## config.mk

```make
export PLATFORM = sky130hd
export DESIGN_NAME = bitset_shift_unit
export DESIGN_NICKNAME = d
export VERILOG_FILES = /design/src/rtl/bitset_shift_pkg.sv /design/src/rtl/bitset_shift_unit.sv /design/src/rtl/shift_core.sv
export SDC_FILE = /design/constraint.sdc
export NUM_CORES = 1
export LEC_CHECK = 0
export BUFFER_PORTS_ARGS = -buffer_cell sky130_fd_sc_hd__clkbuf_2
export CAP_MARGIN = 20
export CORE_MARGIN = 2
export CORE_UTILIZATION = 60
export CTS_BUF_LIST = sky130_fd_sc_hd__clkbuf_4 sky130_fd_sc_hd__clkbuf_8
export CTS_CLUSTER_DIAMETER = 50
export DETAILED_ROUTE_END_ITERATION = 10
export PLACE_DENSITY = 0.84
export SYNTH_ARGS = -nofsm -noshare
export SYNTH_HDL_FRONTEND = slang
export SYNTH_SLANG_ARGS = --single-unit
```

## constraint.sdc

```tcl
create_clock -name ref_clk -period 12.5 [get_ports ref_clk]
set_clock_uncertainty 0.2 [all_clocks]
set_input_delay 1.25 -clock ref_clk [delete_from_list [all_inputs] [get_ports ref_clk]]
set_output_delay 1.25 -clock ref_clk [all_outputs]
set_load 0.005 [all_outputs]
```

## src/rtl/bitset_shift_pkg.sv

```systemverilog
package bitset_shift_pkg;

    // ------------------------------------------------------------
    // Opcode bytes and fields
    // ------------------------------------------------------------
    localparam logic [7:0] PREFIX_BYTE      = 8'h0F;
    localparam logic [7:0] CARRY_SET_BYTE   = 8'hF9;
    localparam logic [7:0] DIR_SET_BYTE     = 8'hFD;
    localparam logic [6:0] SHIFT_ONE_HI     = 7'h68;
    localparam logic [6:0] SHIFT_COUNT_HI   = 7'h69;
    localparam logic [6:0] SHIFT_IMM_HI     = 7'h60;
    localparam logic [2:0] BITSET_HI_FIELD  = 3'h0;
    localparam logic [1:0] BITSET_MID_FIELD = 2'h2;
    localparam logic       BITSET_TWO_BIT   = 1'b0;
    localparam logic [2:0] OP_LEFT          = 3'h4;
    localparam logic [2:0] OP_RIGHT         = 3'h5;
    localparam logic [2:0] BITSET_REG_FIELD = 3'h0;
    localparam logic [1:0] MODE_REGISTER    = 2'h3;
    localparam logic [1:0] MODE_NO_DISP     = 2'h0;
    localparam logic [1:0] MODE_DISP8       = 2'h1;
    localparam logic [1:0] MODE_DISP16      = 2'h2;
    localparam logic [2:0] MEM_DIRECT       = 3'h6;

    // ------------------------------------------------------------
    // Field positions
    // ------------------------------------------------------------
    localparam int WIDTH_BIT_POS  = 0;
    localparam int IMM_BIT_POS    = 3;
    localparam int BYTE_SIGN_POS  = 7;
    localparam int WORD_SIGN_POS  = 15;
    localparam int BYTE_INDEX_W   = 3;
    localparam int WORD_INDEX_W   = 4;

    // ------------------------------------------------------------
    // Lengths and reset values
    // ------------------------------------------------------------
    localparam logic [2:0] LEN_ONE       = 3'h1;
    localparam logic [2:0] LEN_SHIFT_REG = 3'h2;
    localparam logic [2:0] LEN_BITSET    = 3'h3;
    localparam logic [2:0] MAX_LEN       = 3'h6;
    localparam logic       CARRY_RESET   = 1'b0;
    localparam logic       DIR_RESET     = 1'b0;

    typedef enum logic [3:0] {
        ST_IDLE    = 4'b0001,
        ST_COLLECT = 4'b0010,
        ST_EXEC    = 4'b0100,
        ST_DONE    = 4'b1000
    } state_type;

    typedef enum logic [2:0] {
        KIND_NONE  = 3'h0,
        KIND_CSET  = 3'h1,
        KIND_DSET  = 3'h2,
        KIND_BSET  = 3'h3,
        KIND_SHIFT = 3'h4
    } kind_type;

    typedef struct packed {
        logic zero;
        logic sign;
        logic parity;
        logic overflow;
        logic auxCarry;
        logic carry;
    } flags_type;

    typedef struct packed {
        logic [15:0] value;
        flags_type   flags;
        logic        writeBack;
        logic        flagsWrite;
        logic        wordOp;
        logic [2:0]  regNum;
        logic        memOp;
        logic [1:0]  addrMode;
        logic [2:0]  memCode;
        logic [15:0] disp;
    } result_type;

endpackage

```

## src/rtl/bitset_shift_unit.sv

```systemverilog
`timescale 1ns/100ps
`default_nettype none
// Operation
// - Bit-index set writes selected destination bit
// - Count register index masked to 3/4 bits
// - Carry-set form forces carry only
// - Direction-set makes block index steps decrement
// - Carry-set opcode byte F9, one byte
// - Direction-set opcode byte FD, one byte
// - Displacement then immediate index last
// - Bit-set lengths 3, 3-5, 4, 4-6
// - Left by one: zero in, top to carry
// - Left by count: last bit out carried
// - Right by one: zero top, bit0 carried
// - Right by count: last bit0 out carried
// - Single shift overflow equals sign change
// - Single shift updates five flags, aux undefined
// - Count shift updates four flags, overflow undefined
// - Opcode 1101000w shifts by one
// - Opcode 1101001w shifts by count register
// - Opcode 1100000w shifts by trailing byte
// - Operation field 100 selects left shift
// - Operation field 101 selects right shift
// - Shift lengths 2, 2-4, 3, 3-5
module bitset_shift_unit (
    // Clock and reset
    input  wire logic                        ref_clk,
    input  wire logic                        rst_n,
    input  wire logic                        clkEn,
    // Instruction byte stream
    input  wire logic                        byteValid,
    input  wire logic [7:0]                  byteData,
    output logic                             byteReady,
    // Operand and core state
    input  wire logic [15:0]                 operandData,
    input  wire logic [7:0]                  countByte,
    input  wire bitset_shift_pkg::flags_type flagsIn,
    // Results
    output logic                             resultValid,
    output bitset_shift_pkg::result_type     resultOut,
    output logic [2:0]                       instrLength,
    output logic                             illegalOp,
    // Flags held in this block
    output logic                             carryFlag,
    output logic                             blockStepDown
);
    import bitset_shift_pkg::*;

    // ------------------------------------------------------------
    // Decode state
    // ------------------------------------------------------------
    state_type   state_reg;
    kind_type    kind_reg;
    logic [7:0]  bytes_reg [0:5];
    logic [2:0]  count_reg;
    logic [2:0]  need_reg;
    logic [2:0]  need_next;
    logic        addrStep;
    logic [2:0]  needNow;
    logic        carry_reg;
    logic        dir_reg;
    result_type  res_reg;
    logic        valid_reg;
    logic        illegal_reg;
    logic [2:0]  len_reg;

    logic [7:0]  b0;
    logic [7:0]  b1;
    logic [7:0]  b2;
    logic [1:0]  modeBits;
    logic [2:0]  memBits;
    logic [2:0]  dispLen;
    logic        isShift;
    logic        isBitSet;
    logic        immIndex;
    logic        wordSel;
    logic [2:0]  opField;
    logic [7:0]  lastByte;
    logic [7:0]  shiftCount;
    logic [3:0]  bitIndex;
    logic [15:0] bitMask;
    logic        leftSel;
    logic [15:0] shiftResult;
    flags_type   shiftFlags;
    logic        shiftNoChange;
    logic        badForm;

    assign b0 = bytes_reg[0];
    assign b1 = bytes_reg[1];
    assign b2 = bytes_reg[2];
    assign byteReady = (state_reg == ST_IDLE) || (state_reg == ST_COLLECT);

    // ------------------------------------------------------------
    // Length of the addressing tail
    // ------------------------------------------------------------
    function automatic logic [2:0] disp_bytes(input logic [1:0] mode, input logic [2:0] mem);
        logic [2:0] n;
        n = 3'h0;
        case (mode)
            MODE_NO_DISP: n = (mem == MEM_DIRECT) ? 3'h2 : 3'h0;
            MODE_DISP8:   n = 3'h1;
            MODE_DISP16:  n = 3'h2;
            default:      n = 3'h0;
        endcase
        return n;
    endfunction

    // ------------------------------------------------------------
    // Expected length once the addressing byte is seen
    // ------------------------------------------------------------
    always_comb begin
        isShift  = (b0[7:1] == SHIFT_ONE_HI) || (b0[7:1] == SHIFT_COUNT_HI) ||
                   (b0[7:1] == SHIFT_IMM_HI);
        isBitSet = (b1[7:5] == BITSET_HI_FIELD) && b1[4] && (b1[2:1] == BITSET_MID_FIELD) &&
                   (b1[1] == BITSET_TWO_BIT);
        immIndex = b1[IMM_BIT_POS];
        modeBits = byteData[7:6];
        memBits  = byteData[2:0];
        addrStep = ((kind_reg == KIND_SHIFT) && (count_reg == 3'h1)) ||
                   ((kind_reg == KIND_BSET) && (count_reg == 3'h2));
        dispLen  = (modeBits == MODE_REGISTER) ? 3'h0 : disp_bytes(modeBits, memBits);
        if (isShift) begin
            need_next = LEN_SHIFT_REG + dispLen + ((b0[7:1] == SHIFT_IMM_HI) ? 3'h1 : 3'h0);
        end else begin
            need_next = LEN_BITSET + dispLen + (immIndex ? 3'h1 : 3'h0);
        end
        needNow = addrStep ? need_next : need_reg;
    end

    // ------------------------------------------------------------
    // Byte collection and sequencing
    // ------------------------------------------------------------
    always_ff @(posedge ref_clk) begin
        if (!rst_n) begin
            state_reg <= ST_IDLE;
            kind_reg  <= KIND_NONE;
            count_reg <= 3'h0;
            need_reg  <= MAX_LEN;
        end else if (clkEn) begin
            case (state_reg)
                ST_IDLE: begin
                    if (byteValid) begin
                        count_reg <= 3'h1;
                        need_reg  <= MAX_LEN;
                        if (byteData == CARRY_SET_BYTE) begin
                            kind_reg  <= KIND_CSET;
                            state_reg <= ST_EXEC;
                        end else if (byteData == DIR_SET_BYTE) begin
                            kind_reg  <= KIND_DSET;
                            state_reg <= ST_EXEC;
                        end else if (byteData == PREFIX_BYTE) begin
                            kind_reg  <= KIND_BSET;
                            state_reg <= ST_COLLECT;
                        end else if ((byteData[7:1] == SHIFT_ONE_HI) || (byteData[7:1] == SHIFT_COUNT_HI) ||
                                     (byteData[7:1] == SHIFT_IMM_HI)) begin
                            kind_reg  <= KIND_SHIFT;
                            state_reg <= ST_COLLECT;
                        end else begin
                            kind_reg  <= KIND_NONE;
                            state_reg <= ST_EXEC;
                        end
                    end
                end
                ST_COLLECT: begin
                    if (byteValid) begin
                        count_reg <= count_reg + 3'h1;
                        if (addrStep) begin
                            need_reg <= need_next;
                        end
                        if ((count_reg + 3'h1) >= needNow) begin
                            state_reg <= ST_EXEC;
                        end
                    end
                    if (count_reg >= need_reg) begin
                        state_reg <= ST_EXEC;
                    end
                end
                ST_EXEC: state_reg <= ST_DONE;
                ST_DONE: state_reg <= ST_IDLE;
                default: state_reg <= ST_IDLE;
            endcase
        end
    end

    // ------------------------------------------------------------
    // Instruction byte storage
    // ------------------------------------------------------------
    genvar gi;
    generate
        for (gi = 0; gi < 6; gi = gi + 1) begin : g_bytes
            always_ff @(posedge ref_clk) begin
                if (!rst_n) begin
                    bytes_reg[gi] <= 8'h00;
                end else if (clkEn && byteValid && byteReady) begin
                    if ((state_reg == ST_IDLE && gi == 0) ||
                        (state_reg == ST_COLLECT && count_reg == 3'(gi))) begin
                        bytes_reg[gi] <= byteData;
                    end
                end
            end
        end
    endgenerate

    // ------------------------------------------------------------
    // Operand preparation
    // ------------------------------------------------------------
    always_comb begin
        lastByte = bytes_reg[count_reg - 3'h1];
        wordSel  = (kind_reg == KIND_SHIFT) ? b0[WIDTH_BIT_POS] : b1[WIDTH_BIT_POS];
        opField  = b1[5:3];
        leftSel  = (opField == OP_LEFT);
        badForm  = (kind_reg == KIND_SHIFT) && (opField != OP_LEFT) && (opField != OP_RIGHT);
        if (b0[7:1] == SHIFT_ONE_HI) begin
            shiftCount = 8'h01;
        end else if (b0[7:1] == SHIFT_COUNT_HI) begin
            shiftCount = countByte;
        end else begin
            shiftCount = lastByte;
        end
        bitIndex = immIndex ? lastByte[3:0] : countByte[3:0];
        if (!wordSel) begin
            bitIndex[BYTE_INDEX_W] = 1'b0;
        end
        bitMask = 16'h0001 << bitIndex;
    end

    shift_core u_shift_core (
        .leftDir  (leftSel),
        .wordOp   (wordSel),
        .count    (shiftCount),
        .operand  (operandData),
        .flagsIn  (flagsIn),
        .result   (shiftResult),
        .flagsOut (shiftFlags),
        .noChange (shiftNoChange)
    );

    // ------------------------------------------------------------
    // Result register
    // ------------------------------------------------------------
    always_ff @(posedge ref_clk) begin
        if (!rst_n) begin
            res_reg     <= '0;
            valid_reg   <= 1'b0;
            illegal_reg <= 1'b0;
            len_reg     <= LEN_ONE;
        end else if (clkEn) begin
            valid_reg   <= 1'b0;
            illegal_reg <= 1'b0;
            if (state_reg == ST_EXEC) begin
                valid_reg          <= 1'b1;
                len_reg            <= count_reg;
                res_reg            <= '0;
                res_reg.flags      <= flagsIn;
                res_reg.wordOp     <= wordSel;
                res_reg.addrMode   <= (kind_reg == KIND_SHIFT) ? b1[7:6] : b2[7:6];
                res_reg.regNum     <= (kind_reg == KIND_SHIFT) ? b1[2:0] : b2[2:0];
                res_reg.memCode    <= (kind_reg == KIND_SHIFT) ? b1[2:0] : b2[2:0];
                res_reg.memOp      <= ((kind_reg == KIND_SHIFT) ? b1[7:6] : b2[7:6]) != MODE_REGISTER;
                res_reg.disp       <= (kind_reg == KIND_SHIFT) ? {bytes_reg[3], b2} : {bytes_reg[4], bytes_reg[3]};
                case (kind_reg)
                    KIND_BSET: begin
                        if (isBitSet && b2[5:3] == BITSET_REG_FIELD) begin
                            res_reg.value     <= operandData | bitMask;
                            res_reg.writeBack <= 1'b1;
                        end else begin
                            illegal_reg <= 1'b1;
                        end
                    end
                    KIND_SHIFT: begin
                        if (badForm) begin
                            illegal_reg <= 1'b1;
                        end else begin
                            res_reg.value      <= shiftResult;
                            res_reg.flags      <= shiftFlags;
                            res_reg.writeBack  <= !shiftNoChange;
                            res_reg.flagsWrite <= !shiftNoChange;
                        end
                    end
                    KIND_CSET: begin
                        res_reg.flags.carry <= 1'b1;
                    end
                    KIND_DSET: begin
                        res_reg.value <= operandData;
                    end
                    default: illegal_reg <= 1'b1;
                endcase
            end
        end
    end

    // ------------------------------------------------------------
    // Carry and direction flags
    // ------------------------------------------------------------
    always_ff @(posedge ref_clk) begin
        if (!rst_n) begin
            carry_reg <= CARRY_RESET;
            dir_reg   <= DIR_RESET;
        end else if (clkEn && state_reg == ST_EXEC) begin
            if (kind_reg == KIND_CSET) begin
                carry_reg <= 1'b1;
            end else if (kind_reg == KIND_SHIFT && !badForm && !shiftNoChange) begin
                carry_reg <= shiftFlags.carry;
            end
            if (kind_reg == KIND_DSET) begin
                dir_reg <= 1'b1;
            end
        end
    end

    assign resultValid   = valid_reg;
    assign resultOut     = res_reg;
    assign instrLength   = len_reg;
    assign illegalOp     = illegal_reg;
    assign carryFlag     = carry_reg;
    assign blockStepDown = dir_reg;

endmodule
`default_nettype wire

```

## src/rtl/shift_core.sv

```systemverilog
`timescale 1ns/100ps
`default_nettype none
module shift_core (
    // Operation select
    input  wire logic                      leftDir,
    input  wire logic                      wordOp,
    input  wire logic [7:0]                count,
    // Operand
    input  wire logic [15:0]               operand,
    input  wire bitset_shift_pkg::flags_type flagsIn,
    // Result
    output logic [15:0]                    result,
    output bitset_shift_pkg::flags_type    flagsOut,
    output logic                           noChange
);
    import bitset_shift_pkg::*;

    logic [16:0] wide;
    logic [16:0] shifted;
    logic        signBit;
    logic        oldSign;

    always_comb begin
        wide     = 17'h00000;
        shifted  = 17'h00000;
        result   = operand;
        flagsOut = flagsIn;
        noChange = (count == 8'h00);
        if (leftDir) begin
            wide    = {1'b0, (wordOp ? operand : {8'h00, operand[7:0]})};
            shifted = (count > 8'h10) ? 17'h00000 : (wide << count);
            result  = shifted[15:0];
            if (wordOp) begin
                flagsOut.carry = (count > 8'h10) ? 1'b0 : shifted[16];
            end else begin
                flagsOut.carry = (count > 8'h08) ? 1'b0 : shifted[8];
                result  = {8'h00, shifted[7:0]};
            end
        end else begin
            wide    = {(wordOp ? operand : {8'h00, operand[7:0]}), 1'b0};
            shifted = (count > 8'h10) ? 17'h00000 : (wide >> count);
            result  = shifted[16:1];
            flagsOut.carry = shifted[0];
        end
        signBit = wordOp ? result[WORD_SIGN_POS] : result[BYTE_SIGN_POS];
        oldSign = wordOp ? operand[WORD_SIGN_POS] : operand[BYTE_SIGN_POS];
        flagsOut.sign     = signBit;
        flagsOut.zero     = wordOp ? (result == 16'h0000) : (result[7:0] == 8'h00);
        flagsOut.parity   = ~^result[7:0];
        flagsOut.auxCarry = 1'b0;
        flagsOut.overflow = (count == 8'h01) ? (signBit ^ oldSign) : 1'b0;
        if (!wordOp) begin
            result[15:8] = operand[15:8];
        end
        if (noChange) begin
            result   = operand;
            flagsOut = flagsIn;
        end
    end

endmodule
`default_nettype wire

```

Word-level counts from Yosys, hierarchy flattened
Memory sizes are Yosys's and may differ from the RTL's.
Index checks and enable logic that the tools add are counted.
W data, S select, Z words.

storage, ports and cells
  bits in registers = 67
  bits in latches = 0
  RAM bits = 48
  bits in read-only memories = 0
  input bits = 42
  output and inout bits = 58
  word-level logic and storage cells = 222
  memories = 1

memories
  name       depth  width  rd ports  clocked after memory_dff  write ports  RTL line                 source
  bytes_reg  6      8      6         0                         6            bitset_shift_unit.sv:54  logic [7:0] bytes_reg [0:5];

operators by class
  $add $sub $neg = 6
  multipliers = 0
  divide/modulo/power cells = 0
  $lt $le $gt $ge = 4
  equality and inequality tests = 35
  shift operators = 3
  mux-type cells = 96
  bitwise operators = 9
  reduce and logical (&&, ||, !) cells = 45

operator list
  cell                    number
  $mux W16                6
  $mux W8                 9
  $mux W3                 16
  $pmux W16 S3            1
  $mux W1                 45
  $eq A7 B7 Y1 const B    6
  $mux W17                2
  $mux W24                1
  $mux W4                 5
  $logic_and A1 B1 Y1     19
  $shl A16 B8 Y17         1
  $shr A17 B8 Y17         1
  $eq A8 B8 Y1 const B    2
  $logic_not A16 Y1       1
  $logic_not A8 Y1        2
  $or A16 B16 Y16         1
  $shl A1 B4 Y16 const A  1
  $eq A3 B3 Y1 const B    5
  $eq A3 B2 Y1 const B    4
  $ne A3 B3 Y1 const B    4
  $pmux W3 S2             2
  $pmux W4 S3             1
  $logic_not A3 Y1        3
  $eq A8 B1 Y1 const B    1
  33 further kinds        59

Depth between registers and ports, before layout
Gate-level depths: netlist of run 1.
An unclocked memory read counts as a cell.

  depth after elaboration = 14
  gate-level depth with buffers = 21
  depth with buffers taken out = 17

Hierarchy
From an unflattened synthesis of run 1, not the netlist that was laid out.

second synthesis, totals
  cell total of the unflattened synthesis = 907
  area total of the unflattened synthesis = 8097.8 um^2

modules (own cells, without submodules)
  module             instances  cells each  area an instance (um^2)  sequential area each (um^2)
  bitset_shift_unit  1          573         5883.1                   2782.7
  shift_core         1          334         2214.6                   0.0

Worst setup path before layout of run 1
No wires, ideal clock.

  path type = register to register
  start = register count_reg[0]
  end = register res_reg (netlist bit resultOut[31])
  setup time = 91 ps
  arrival = 4320 ps
  data required time = 12209 ps
  path slack = 7889 ps
  stages on the path, launching flop included = 19
  path buffers = 4
  period minus slack after synthesis = 4611 ps
  cell sequence = dfxtp_1 -> buf_6 -> inv_1 -> ha_1 -> buf_6 -> mux2_2 -> mux4_2 -> o21ai_4 -> buf_2 -> clkbuf_1 -> nor2_1 -> o32ai_1 -> a22oi_1 -> or2_2 -> ha_1 -> xnor2_1 -> xnor2_1 -> nand2_1 -> a311oi_1

on the way
  cells in the longest elaborated chain, start to end = 12
  elaborated cells on any way between the ends = 16
  classes of those cells = add/sub (1); order compare (1); shift (2); mux (9); reduce/logical (2); memory (1)

RTL lines
  element                                                 RTL line                            source
  start, declared                                         bitset_shift_unit.sv:55             logic [2:0] count_reg;
  start signal, assigned                                  bitset_shift_unit.sv:166            count_reg <= count_reg + 3'h1;
  $sub A3 B1 Y3 (*)                                       bitset_shift_unit.sv:208            lastByte = bytes_reg[count_reg - 3'h1];
  $mem_v2 Z6 W8 (*)                                       --
  $mux W8 (*)                                             bitset_shift_unit.sv:215            end else if (b0[7:1] == SHIFT_COUNT_HI) begin
  $mux W8 (*)                                             bitset_shift_unit.sv:213            if (b0[7:1] == SHIFT_ONE_HI) begin
  $gt A8 B5 Y1 / $shl A16 B8 Y17 (equally long branches)  shift_core.sv:31, shift_core.sv:41
  $mux W17                                                shift_core.sv:31                    shifted = (count > 8'h10) ? 17'h00000 : (wide << count);
  $mux W16                                                shift_core.sv:33                    if (wordOp) begin
  $mux W16                                                shift_core.sv:29                    if (leftDir) begin
  $reduce_xnor A8 Y1                                      shift_core.sv:49                    flagsOut.parity = ~^result[7:0];
  $mux W6 (*)                                             shift_core.sv:55                    if (noChange) begin
  $mux W24 (*)                                            bitset_shift_unit.sv:271            if (badForm) begin
  $mux W5 (*)                                             bitset_shift_unit.sv:261            case (kind_reg)
  end, declared                                           bitset_shift_unit.sv:62             result_type res_reg;

Every way passes the cells marked *; elsewhere a longest branch is shown, timed or not.
A chain may end at the register's enable or synchronous reset.

Worst setup path after layout of run 1
  start = register count_reg[1]
  end = register res_reg (netlist bit resultOut[31])

Same word-level chain as after synthesis.

==> impl_results.md, run 1 <==
- Endpoint required time on the critical path: 12670 ps
- Antenna violations before repair: 0
- Floorplan die area: 14800 um^2
- Gr usage total: 0.399
- Clock net sink count: 115
- Post-synth EDFFs: 48
- Tcrit/Tclk final: 0.418
- Maximum capacitance violations: 0
- Switching power: 352 uW
- RSZ-0062 raised after global routing: false
- Synth top area cells: sky130_fd_sc_hd__edfxtp_1 (17%), sky130_fd_sc_hd__dfxtp_1 (16%), sky130_fd_sc_hd__mux2i_1 (9.2%), sky130_fd_sc_hd__nor2_1 (4.7%), sky130_fd_sc_hd__and2_1 (3.9%)
- Worst max-slew margin expressed relative to the limit: 0.272
- Fraction of the mapped netlist area in adder cells: 0.0302
- Least setup slack across all paths after layout: 7270 ps
- I/O Pins: 100
- Post-synthesis sequential element count: 115
- # DRC: 0
- Combinational power share: 0.266
- Simple logic cell fraction of the synthesized area: 0.223
- Cell breakdown of the critical path: inv_1 -> ha_1 -> mux2i_1 -> nor3_1 -> a21boi_1 -> nand2_1 -> buf_4 -> o221ai_1 -> nor2_1 -> o32ai_1 -> a22oi_1 -> or2_2 -> ha_1 -> xnor2_1 -> xnor2_1 -> nand2_1 -> a311oi_1
- Congestion Overflow GR: 0
- Number of global-route vias before repair: 7725
- Reg clk slew, reported paths: 70 ps
- Post-route non-filler standard cell count: 1196
- Arrival time worst endpoint: 5400 ps
- CTS Root Cell: sky130_fd_sc_hd__clkbuf_8
- First-pass GRT wire length: 44300 um
- Routed wire length: 29200 um
- IO buf count: 99
- Synth-to-Final Area Change: 9.84%
- Multi-input gate area: 5090 um^2
- Kind of critical path: reg -> reg
- Deepest clock path buffer count: 2
- TritonCTS clock tree: built
- Die Ht: 122 um
- Cell count after placement: 1162
- Syn Std Cell Area: 8290 um^2
- Hold buffers post-CTS: 0
- Worst Setup Slack post-DPL: 7440 ps
- Vias after detailed routing: 8500
- Sw Ratio: 0.353
- Peak clock frequency supported by timing: 0.191 GHz
- Most instantiated flip-flop cell in the synthesis netlist: sky130_fd_sc_hd__dfxtp_1
- Result of the run: completed
- Critical path peak fanout: 27
- Die X-Extent: 122 um
- Share of cells above drive strength 1: 0.182
- Net count of the mapped netlist: 1008
- 1st-iter DRT viols: 1362
- Max rail drop VDD: 91.6 uV
- Clock insertion delay at the later pin of the skew report: 460 ps
- Yosys top cell area share: 0.174
- Startpoint kind of the worst setup timing path: flip-flop
- Fraction of synthesized area in multiplexers: 0.130
- Final ANT Viol Nets: 0
- Ranking of synthesized cells by instance count: sky130_fd_sc_hd__nor2_1 (104), sky130_fd_sc_hd__nand2_1 (78), sky130_fd_sc_hd__mux2i_1 (76), sky130_fd_sc_hd__dfxtp_1 (67), sky130_fd_sc_hd__a21oi_1 (55)
- Xor and xnor fraction of the mapped netlist area: 0.00710
- Number of hold violations in the final report: 0
- Warnings, synthesis: 0
- Synthesized instance count: 946
- Diodes inserted: 0
- FF+latch area: 2780 um^2
- Netlist cell types: 84
- Via density: 7.11
- Tmin final: 5230 ps
- Power per unit of standard cell area: 110 nW/um^2
- Worst min path class: reg -> reg
- Hold Crit Depth: 2
- Number of buffers added for setup after CTS: 0
- Mean routed wirelength per cell: 24.4 um
- Fraction of power consumed by sequential logic: 0.415
- Quantity of gates resized following cts: 0
- Mean area per synthesized cell: 8.76 um^2
- Pleak: 3.49 nW
- Top cell type by total area after synthesis: sky130_fd_sc_hd__edfxtp_1
- Worst Reg-to-Reg Cells: 17
- Detailed-router iteration count before antenna repair: 6
- Starting utilization of the core area: 0.621
- Largest stage delay on the critical path: 730 ps
- Cell with the most instances after synthesis: sky130_fd_sc_hd__nor2_1
- Max-slew violation total from the final report: 0
- Setup Viol. Count Final: 0
- Measured slew at the worst slew-check pin: 1070 ps
- Endpoint type of the worst setup path: flip-flop
- Part of the total power dissipated in the clock network: 0.320
- CTS Buf Count: 17
- Fraction of the yosys area taken by sequential cells: 0.336
- Async S/R FF share, synth: 0
- Maximum number of pins on one net before global-route repair: 64
- Number of filler cells placed in the layout: 1113
- Site Rows: 42
- Internal power: 647 uW
- Number of flip-flops under the largest register name: 48
- Number of levels the H-tree was split into: 4
- Compound-Gate Fraction of Synth Area: 0.223
- # nets final: 1069
- Total negative setup slack: 0 ps
- Cell with the biggest individual delay on the critical path: sky130_fd_sc_hd__a21boi_1
- Detailed placement HPWL: 21100 um
- Gp weighted congestion: 1.05
- Dominant combinational cell family by area after synthesis: compound AO/OA/AOI/OAI gates
- Floorplan Core Area: 13300 um^2
-- layer usage --
| metal | global-route usage | wire (um) | up-vias | part of all wire |
|---|---|---|---|---|
| li1 | - | - | 3693 | - |
| met1 | 0.567 | 11800 | 3974 | 0.40 |
| met2 | 0.579 | 12300 | 720 | 0.42 |
| met3 | 0.123 | 4270 | 113 | 0.15 |
| met4 | 0.129 | 896 | 0 | 0.031 |
| met5 | 0 | 0 | - | 0 |
-- worst max-delay path, delay by kind of cell (launching register included) --
family          cells  cell delay (ps)
xor+xnor            2              340
simple gates        5              680
flops               1              440
compound gates      5             1790
fa+ha+maj           2              880
buf+inv             2              410
mux                 1              390
-- placed cells by master (no fill, tap or decap), types with 14 or more instances in the layout --
| cell | count |
|---|---|
| sky130_fd_sc_hd__nand4_1 | 19 |
| sky130_fd_sc_hd__ha_1 | 20 |
| sky130_fd_sc_hd__and2_1 | 52 |
| sky130_fd_sc_hd__nand3_1 | 23 |
| sky130_fd_sc_hd__inv_1 | 16 |
| sky130_fd_sc_hd__dfxtp_1 | 67 |
| sky130_fd_sc_hd__clkbuf_8 | 20 |
| sky130_fd_sc_hd__nand2_1 | 78 |
| sky130_fd_sc_hd__nor3_1 | 22 |
| sky130_fd_sc_hd__edfxtp_1 | 48 |
| sky130_fd_sc_hd__clkbuf_2 | 99 |
| sky130_fd_sc_hd__o21ai_0 | 33 |
| sky130_fd_sc_hd__mux2i_1 | 75 |
| sky130_fd_sc_hd__nor2_1 | 104 |
| sky130_fd_sc_hd__a21oi_1 | 55 |
| sky130_fd_sc_hd__a22oi_1 | 14 |
| sky130_fd_sc_hd__a211oi_1 | 35 |
-- metrics by stage --
stage                     power [mW]  area (um^2)  hold WS, ps   util
after floorplan                0.603         8290          248      -
after global placement         0.675         8730          246  0.654
after detailed placement       0.674         8730          249  0.654
after CTS                      0.986         9090          260  0.681
after global routing            1.03         9100          279  0.682
final                          0.999         9100          255  0.682
-- logic make-up (layout without fill, tap and decap cells) --
kind of cell | count (synthesis) | count (layout)
AND/OR/NAND/NOR | 370 | 370
AO/OA/AOI/OAI | 254 | 254
flip-flops | 115 | 115
multiplexers | 96 | 96
buffers and inverters | 86 | 160
adder cells (fa/ha/maj) | 20 | 20
XOR/XNOR | 5 | 5
-- layout make-up --
class,instances,area share
clock inverters,11,0.00880
well taps,176,0.0242
multi-input cells,745,0.559
repair buffers,111,0.0638
clock buffers,21,0.0311
inverters,17,0.00701
flip-flops and latches,115,0.306
-- final timing paths --
kind            startpoint            end  slack, ps
min reg2reg  resultOut[26]  resultOut[26]        260
max reg2reg   count_reg[1]  resultOut[31]       7270
min          resultOut[26]  resultOut[26]        260
max           count_reg[1]  resultOut[31]       7270
-- power by group through the flow --
| stage | registers (mW) | logic (mW) | clock network (mW) |
|---|---|---|---|
| finish | 0.414 | 0.265 | 0.320 |
| detailed placement | 0.422 | 0.253 | 0 |
| global placement | 0.421 | 0.253 | 0 |
| floorplan | 0.416 | 0.187 | 0 |
| global route | 0.415 | 0.281 | 0.335 |
| CTS | 0.413 | 0.254 | 0.318 |
Note: power is estimated with default switching activity, not from simulation.
==> inputs of run 2 (changes only) <==
--- a/config.mk
+++ b/config.mk
@@ -8,11 +8,11 @@
 export BUFFER_PORTS_ARGS = -buffer_cell sky130_fd_sc_hd__clkbuf_2
 export CAP_MARGIN = 20
 export CORE_MARGIN = 2
-export CORE_UTILIZATION = 60
+export CORE_UTILIZATION = 55
 export CTS_BUF_LIST = sky130_fd_sc_hd__clkbuf_4 sky130_fd_sc_hd__clkbuf_8
 export CTS_CLUSTER_DIAMETER = 50
 export DETAILED_ROUTE_END_ITERATION = 10
-export PLACE_DENSITY = 0.84
+export PLACE_DENSITY = 0.81
 export SYNTH_ARGS = -nofsm -noshare
 export SYNTH_HDL_FRONTEND = slang
 export SYNTH_SLANG_ARGS = --single-unit
==> constraint.sdc (replaced) <==
create_clock -name ref_clk -period 4.5 [get_ports ref_clk]
set_clock_uncertainty 0.2 [all_clocks]
set_input_delay 0.45 -clock ref_clk [delete_from_list [all_inputs] [get_ports ref_clk]]
set_output_delay 0.45 -clock ref_clk [all_outputs]
set_load 0.005 [all_outputs]
==> impl_results.md, run 2 (synthesis results as in run 1) <==
- Post-route non-filler standard cell count: 1258 (was 1196)
- Worst Reg-to-Reg Cells: 14 (was 17)
- Max-slew violation total from the final report: 0 (unchanged)
- Cell with the biggest individual delay on the critical path: sky130_fd_sc_hd__mux4_2 (was sky130_fd_sc_hd__a21boi_1)
- Endpoint, Worst Hold: resultOut[29] (was resultOut[26])
- Endpoint type of the worst setup path: flip-flop (unchanged)
- Via density: 6.84 (was 7.11)
- Pleak: 3.81 nW (was 3.49 nW)
- Post-place instance area: 9160 um^2 (was 8730 um^2)
- TritonCTS clock tree: built (unchanged)
- Number of filler cells placed in the layout: 1186 (was 1113)
- Clock insertion delay at the later pin of the skew report: 460 ps (about the same)
- Final core utilization: 0.660 (was 0.682)
- Final ANT Viol Nets: 0 (unchanged)
- Site Rows: 44 (was 42)
- Maximum capacitance violations: 0 (unchanged)
- Floorplan die area: 16100 um^2 (was 14800 um^2)
- End of the worst register-to-register path: resultOut[31] (unchanged)
- Die X-Extent: 127 um (was 122 um)
- First-pass GRT wire length: 49000 um (was 44300 um)
- Sw Ratio: 0.344 (was 0.353)
- Die Ht: 127 um (was 122 um)
- IO buf count: 99 (unchanged)
- Measured slew at the worst slew-check pin: 811 ps (was 1070 ps)
- 1st-iter DRT viols: 1305 (was 1362)
- Starting utilization of the core area: 0.566 (was 0.621)
- Launch instance of the worst register-to-register path: count_reg[1] (unchanged)
- Routed wire length: 32200 um (was 29200 um)
- Worst max-slew margin expressed relative to the limit: 0.458 (was 0.272)
- Detailed-router iteration count before antenna repair: 5 (was 6)
- Cell count after placement: 1225 (was 1162)
- Part of the total power dissipated in the clock network: 0.346 (was 0.320)
- CTS Buf Count: 17 (unchanged)
- Critical hold path startpoint: flagsIn[1] (was resultOut[26])
- Synth-to-Final Area Change: 16.6% (was 9.84%)
- Commonest cells after routing, fill and taps aside: sky130_fd_sc_hd__nor2_1 (101), sky130_fd_sc_hd__clkbuf_2 (99), sky130_fd_sc_hd__nand2_1 (78) (was sky130_fd_sc_hd__nor2_1 (104), sky130_fd_sc_hd__clkbuf_2 (99), sky130_fd_sc_hd__nand2_1 (78))
- Max rail drop VDD: 320 uV (was 91.6 uV)
- Peak clock frequency supported by timing: 0.229 GHz (was 0.191 GHz)
- Worst min path class: in -> reg (was reg -> reg)
- Tcrit/Tclk final: 0.972 (was 0.418)
- Number of flip-flops under the largest register name: 48 (unchanged)
- # nets final: 1123 (was 1069)
- # DRC: 0 (unchanged)
- I/O Pins: 100 (unchanged)
- Kind of critical path: reg -> reg (unchanged)
- Number of global-route vias before repair: 8241 (was 7725)
- Largest stage delay on the critical path: 550 ps (was 730 ps)
- Switching power: 1.06 mW (was 352 uW)
- Deepest clock path buffer count: 2 (unchanged)
- Gp weighted congestion: 1.01 (was 1.05)
- Congestion Overflow GR: 0 (unchanged)
- Hold Crit Depth: 3 (was 2)
- Result of the run: completed (unchanged)
- Worst reg-to-reg setup slack: 120 ps (was 7270 ps)
- Combinational power share: 0.281 (was 0.266)
- Clock net sink count: 115 (unchanged)
- Final instance area: 9660 um^2 (was 9100 um^2)
- FF+latch area: 2780 um^2 (unchanged)
- Mean routed wirelength per cell: 25.6 um (was 24.4 um)
- Worst hold margin: 17.4 ps (was 255 ps)
- Setup Viol. Count Final: 0 (unchanged)
- Detailed placement HPWL: 24500 um (was 21100 um)
- Internal power: 2.01 mW (was 647 uW)
- Startpoint kind of the worst setup timing path: flip-flop (unchanged)
- Antenna violations before repair: 1 (was 0)
- Share of cells above drive strength 1: 0.232 (was 0.182)
- Number of levels the H-tree was split into: 4 (unchanged)
- Reg clk slew, reported paths: 80 ps (was 70 ps)
- Most common cell after layout, fill and taps aside: sky130_fd_sc_hd__nor2_1 (unchanged)
- Endpoint required time on the critical path: 4680 ps (was 12670 ps)
- Arrival time worst endpoint: 4550 ps (was 5400 ps)
- Hold buffers post-CTS: 0 (unchanged)
- Tmin final: 4380 ps (was 5230 ps)
- Vias after detailed routing: 8611 (was 8500)
- Worst path top cell family by delay: compound AO/OA/AOI/OAI gates (unchanged)
- Power per unit of standard cell area: 318 nW/um^2 (was 110 nW/um^2)
- Multi-input gate area: 5150 um^2 (was 5090 um^2)
- Fraction of power consumed by sequential logic: 0.373 (was 0.415)
- Floorplan Core Area: 14600 um^2 (was 13300 um^2)
- Critical path peak fanout: 5 (was 27)
- Gr usage total: 0.402 (was 0.399)
- Number of buffers added for setup after CTS: 0 (unchanged)
- Maximum number of pins on one net before global-route repair: 42 (was 64)
- CTS Root Cell: sky130_fd_sc_hd__clkbuf_8 (unchanged)
- Number of buffer and inverter instances along the worst setup path: 1 (was 2)
- Number of hold violations in the final report: 0 (unchanged)
- Diodes inserted: 0 (unchanged)
- Cell breakdown of the critical path: inv_1 -> ha_4 -> mux2_2 -> mux4_2 -> o21a_1 -> or3_1 -> or2_0 -> o311a_1 -> a211o_1 -> ha_1 -> xnor2_2 -> xnor2_1 -> nand2_1 -> a311oi_2 (was inv_1 -> ha_1 -> mux2i_1 -> nor3_1 -> a21boi_1 -> nand2_1 -> buf_4 -> o221ai_1 -> nor2_1 -> o32ai_1 -> a22oi_1 -> or2_2 -> ha_1 -> xnor2_1 -> xnor2_1 -> nand2_1 -> a311oi_1)
-- run 2: final cells by class --
class | instances | share of cell area
Sequential cell | 115 | 0.288
Multi-Input combinational cell | 745 | 0.533
Timing Repair Buffer | 165 | 0.104
Clock buffer | 19 | 0.0264
Clock inverter | 13 | 0.0177
Inverter | 17 | 0.00660
Tap cell | 184 | 0.0238
-- run 2: how the worst max path moves through the flow --
stage | start | to | slack [ps] | cells after the start
2_1_floorplan | count_reg[0] | resultOut[31] | 1 | 18
3_3_place_gp | count_reg[0] | resultOut[31] | 70 | 15
3_5_place_dp | count_reg[1] | resultOut[31] | 70 | 16
4_1_cts | count_reg[1] | resultOut[31] | 50 | 16
5_1_grt | bytes_reg[0][5] | resultOut[31] | -50 | 16
6_report | count_reg[1] | resultOut[31] | 120 | 14
-- run 2: power groups by stage --
stage          Clock [mW]  Sequential (mW)  Combinational (mW)
2_1_floorplan           0             1.16               0.520
3_3_place_gp            0             1.17               0.821
3_5_place_dp            0             1.17               0.817
4_1_cts              1.05             1.14               0.822
5_1_grt              1.10             1.15               0.910
6_report             1.06             1.15               0.863
-- run 2: through the flow --
step	total power, mW	setup WS (ps)	setup TNS, ps
after global routing	3.16	-54.2	-54.2
after global placement	1.99	65.0	0
after CTS	3.02	54.2	0
final	3.07	124	0
after detailed placement	1.98	68.7	0
after floorplan	1.68	1.24	0
-- run 2: repair_timing --
action	CTS	global route
endpoints found under the hold margin	0	0
endpoints found under the setup margin	0	3
resized for setup	0	15
-- run 2: tightest hold or removal path: stages --
cell and delay, ps:
sky130_fd_sc_hd__clkbuf_2 80, sky130_fd_sc_hd__nand3_1 50, sky130_fd_sc_hd__a21oi_1 50
-- run 2: metal layers --
metal,track usage,routed length [um]
met3,0.104,4070
met4,0.136,969
met1,0.560,12900
met5,0,13
met2,0.610,14200
==> inputs of run 3 (changes only) <==
--- a/config.mk
+++ b/config.mk
@@ -5,6 +5,7 @@
 export SDC_FILE = /design/constraint.sdc
 export NUM_CORES = 1
 export LEC_CHECK = 0
+export ABC_AREA = 1
 export BUFFER_PORTS_ARGS = -buffer_cell sky130_fd_sc_hd__clkbuf_2
 export CAP_MARGIN = 20
 export CORE_MARGIN = 2
==> impl_results.md, run 3 <==
- Share of cells above drive strength 1: 0.168 (was 0.232)
- Pleak: 4.12 nW (was 3.81 nW)
- Synthesized instance count: 1193 (was 946)
- Worst min path class: in -> reg (unchanged)
- Starting utilization of the core area: 0.556 (was 0.566)
- Tmin final: 4140 ps (was 4380 ps)
- Synth top area cells: sky130_fd_sc_hd__edfxtp_1 (18%), sky130_fd_sc_hd__dfxtp_1 (17%), sky130_fd_sc_hd__nand2_1 (16%), sky130_fd_sc_hd__nor2_1 (6.6%), sky130_fd_sc_hd__nand3_1 (5.5%) (was sky130_fd_sc_hd__edfxtp_1 (17%), sky130_fd_sc_hd__dfxtp_1 (16%), sky130_fd_sc_hd__mux2i_1 (9.2%), sky130_fd_sc_hd__nor2_1 (4.7%), sky130_fd_sc_hd__and2_1 (3.9%))
- Gp weighted congestion: 0.975 (was 1.01)
- Congestion Overflow GR: 0 (unchanged)
- Net count of the mapped netlist: 1255 (was 1008)
- Startpoint kind of the worst setup timing path: flip-flop (unchanged)
- Final core utilization: 0.624 (was 0.660)
- Via density: 5.84 (was 6.84)
- RSZ-0062 raised after global routing: false
- TritonCTS clock tree: built (unchanged)
- Cell with the most instances after synthesis: sky130_fd_sc_hd__nand2_1 (was sky130_fd_sc_hd__nor2_1)
- Max rail drop VDD: 299 uV (was 320 uV)
- Syn Std Cell Area: 7980 um^2 (was 8290 um^2)
- Gr usage total: 0.355 (was 0.402)
- Clock insertion delay at the later pin of the skew report: 460 ps (about the same)
- Endpoint required time on the critical path: 4660 ps (was 4680 ps)
- Cell with the biggest individual delay on the critical path: sky130_fd_sc_hd__ha_2 (was sky130_fd_sc_hd__mux4_2)
- Launch instance of the worst register-to-register path: count_reg[1] (unchanged)
- Yosys top cell area share: 0.181 (was 0.174)
- Maximum capacitance violations: 0 (unchanged)
- Routed wire length: 27400 um (was 32200 um)
- CTS Root Cell: sky130_fd_sc_hd__clkbuf_8 (unchanged)
- Reg clk slew, reported paths: 80 ps (about the same)
- Critical hold path startpoint: flagsIn[1] (unchanged)
- Number of buffers added for setup after CTS: 0 (unchanged)
- Endpoint type of the worst setup path: flip-flop (unchanged)
- Mean area per synthesized cell: 6.69 um^2 (was 8.76 um^2)
- Cell breakdown of the critical path: inv_1 -> ha_2 -> inv_1 -> o21ai_0 -> nand2_1 -> nand2_1 -> nand3_1 -> nand2_1 -> nand2_2 -> nand2_4 -> nand2_1 -> nand2_1 -> nand2_1 -> o21ai_1 -> nor2_1 -> nor3_1 -> a31oi_1 -> ha_1 -> xnor2_1 -> xnor2_1 -> o211ai_1 -> nand2_1 -> inv_1 (was inv_1 -> ha_4 -> mux2_2 -> mux4_2 -> o21a_1 -> or3_1 -> or2_0 -> o311a_1 -> a211o_1 -> ha_1 -> xnor2_2 -> xnor2_1 -> nand2_1 -> a311oi_2)
- Worst reg-to-reg setup slack: 360 ps (was 120 ps)
- Commonest cells after routing, fill and taps aside: sky130_fd_sc_hd__nand2_1 (349), sky130_fd_sc_hd__nor2_1 (140), sky130_fd_sc_hd__clkbuf_2 (99) (was sky130_fd_sc_hd__nor2_1 (101), sky130_fd_sc_hd__clkbuf_2 (99), sky130_fd_sc_hd__nand2_1 (78))
- Peak clock frequency supported by timing: 0.241 GHz (was 0.229 GHz)
- Most instantiated flip-flop cell in the synthesis netlist: sky130_fd_sc_hd__dfxtp_1 (unchanged)
- Diodes inserted: 0 (unchanged)
- Detailed placement HPWL: 21200 um (was 24500 um)
- Die X-Extent: 124 um (was 127 um)
- Max-slew violation total from the final report: 0 (unchanged)
- Quantity of gates resized following cts: 0 (unchanged)
- Setup Viol. Count Final: 0 (unchanged)
- Hold Crit Depth: 3 (unchanged)
- Ranking of synthesized cells by instance count: sky130_fd_sc_hd__nand2_1 (349), sky130_fd_sc_hd__nor2_1 (141), sky130_fd_sc_hd__nand3_1 (88), sky130_fd_sc_hd__inv_1 (81), sky130_fd_sc_hd__o21ai_0 (69) (was sky130_fd_sc_hd__nor2_1 (104), sky130_fd_sc_hd__nand2_1 (78), sky130_fd_sc_hd__mux2i_1 (76), sky130_fd_sc_hd__dfxtp_1 (67), sky130_fd_sc_hd__a21oi_1 (55))
- Detailed-router iteration count before antenna repair: 7 (was 5)
- # nets final: 1337 (was 1123)
- First-pass GRT wire length: 43000 um (was 49000 um)
- Worst path top cell family by delay: simple AND/OR/NAND/NOR gates (was compound AO/OA/AOI/OAI gates)
- Floorplan die area: 15500 um^2 (was 16100 um^2)
- Most common cell after layout, fill and taps aside: sky130_fd_sc_hd__nand2_1 (was sky130_fd_sc_hd__nor2_1)
- Async S/R FF share, synth: 0 (unchanged)
- Tcrit/Tclk final: 0.921 (was 0.972)
- Result of the run: completed (unchanged)
- Endpoint, Worst Hold: resultOut[29] (unchanged)
- FF+latch area: 2780 um^2 (unchanged)
- Worst max-slew margin expressed relative to the limit: 0.381 (was 0.458)
- Worst Reg-to-Reg Cells: 23 (was 14)
- Kind of critical path: reg -> reg (unchanged)
- IO buf count: 99 (unchanged)
- # DRC: 0 (unchanged)
- Cell seen most often among critical-path stages: sky130_fd_sc_hd__nand2_1
- Hold buffers post-CTS: 0 (unchanged)
- Largest stage delay on the critical path: 500 ps (was 550 ps)
- End of the worst register-to-register path: resultOut[31] (unchanged)
- Number of flip-flops under the largest register name: 48 (unchanged)
- Number of hold violations in the final report: 0 (unchanged)
- Warnings, synthesis: 0 (unchanged)
- Power per unit of standard cell area: 331 nW/um^2 (was 318 nW/um^2)
- Die Ht: 124 um (was 127 um)
- Floorplan Core Area: 14400 um^2 (was 14600 um^2)
- Maximum number of pins on one net before global-route repair: 72 (was 42)
- Measured slew at the worst slew-check pin: 928 ps (was 811 ps)
- Arrival time worst endpoint: 4300 ps (was 4550 ps)
- Deepest clock path buffer count: 2 (unchanged)
- I/O Pins: 100 (unchanged)
- Netlist cell types: 51 (was 84)
- Fraction of the yosys area taken by sequential cells: 0.349 (was 0.336)
- Number of buffer and inverter instances along the worst setup path: 3 (was 1)
- Clock net sink count: 115 (unchanged)
- Synth-to-Final Area Change: 12.4% (was 16.6%)
- Mean routed wirelength per cell: 18.6 um (was 25.6 um)
- Vias after detailed routing: 8592 (was 8611)
- Critical path peak fanout: 24 (was 5)
- Number of filler cells placed in the layout: 1341 (was 1186)
- Number of levels the H-tree was split into: 4 (unchanged)
- Top cell type by total area after synthesis: sky130_fd_sc_hd__edfxtp_1 (unchanged)
- Post-synthesis sequential element count: 115 (unchanged)
- Multi-input gate area: 4490 um^2 (was 5150 um^2)
- Total negative setup slack: 0 ps (unchanged)
- CTS Buf Count: 17 (unchanged)
- Post-synth EDFFs: 48 (unchanged)
- 1st-iter DRT viols: 969 (was 1305)
- Antenna violations before repair: 0 (was 1)
- Final ANT Viol Nets: 0 (unchanged)
- Site Rows: 44 (unchanged)
- Number of global-route vias before repair: 7897 (was 8241)
## run 3: cells by family (layout without fill, tap and decap cells)
family,Yosys count,after routing,synth area share
buffers and inverters,164,259,0.0906
multiplexers,2,2,0.00251
flip-flops,115,115,0.349
AND/OR/NAND/NOR,644,644,0.343
XOR/XNOR,4,4,0.00674
adder cells (fa/ha/maj),20,20,0.0313
AO/OA/AOI/OAI,244,244,0.177
## run 3: where the power goes
group / switching [mW] / internal [mW] / leakage [nW]
Clock: 0.470 / 0.493 / 0.183
Sequential: 0.0249 / 1.12 / 1.04
Combinational: 0.604 / 0.257 / 2.90
Total: 1.10 / 1.87 / 4.12
## run 3: final cells by class
cell class,instances,share of cell area
Clock inverter,15,0.0173
Tap cell,184,0.0257
Sequential cell,115,0.310
Multi-Input combinational cell,914,0.500
Inverter,107,0.0456
Timing Repair Buffer,120,0.0750
Clock buffer,17,0.0261
## run 3: stage by stage
stage	cells	hold WS [ps]	setup slack, ps	total power, mW	area, um^2
finish	1472	23.4	357	2.97	8970
floorplan	1193	247	1010	1.77	7980
CTS	1471	11.9	294	2.94	8940
detailed placement	1439	258	306	2.00	8550
global route	1472	43.9	16.6	3.11	8970
global placement	1439	253	359	2.01	8550
## run 3: worst max path at each step
stage / startpoint / end / slack, ps / cells past startpoint
after floorplan: count_reg[0] / resultOut[31] / 1010 / 27
after global placement: count_reg[1] / resultOut[31] / 360 / 25
after detailed placement: count_reg[1] / resultOut[31] / 310 / 25
after CTS: count_reg[1] / resultOut[31] / 290 / 25
after global routing: count_reg[1] / resultOut[31] / 20 / 25
final: count_reg[1] / resultOut[31] / 360 / 23
## run 3: tightest hold or removal path, cell delays in order
cell and delay, ps:
sky130_fd_sc_hd__clkbuf_2 80, sky130_fd_sc_hd__nand2_1 50, sky130_fd_sc_hd__a21oi_1 50
## run 3: routing by layer
| layer | routed length [um] | vias to the layer above | global-route usage |
|---|---|---|---|
| li1 | - | 4153 | - |
| met4 | 1340 | 0 | 0.182 |
| met3 | 2000 | 69 | 0.0610 |
| met1 | 11000 | 3950 | 0.452 |
| met5 | 0 | - | 0 |
| met2 | 13100 | 420 | 0.579 |
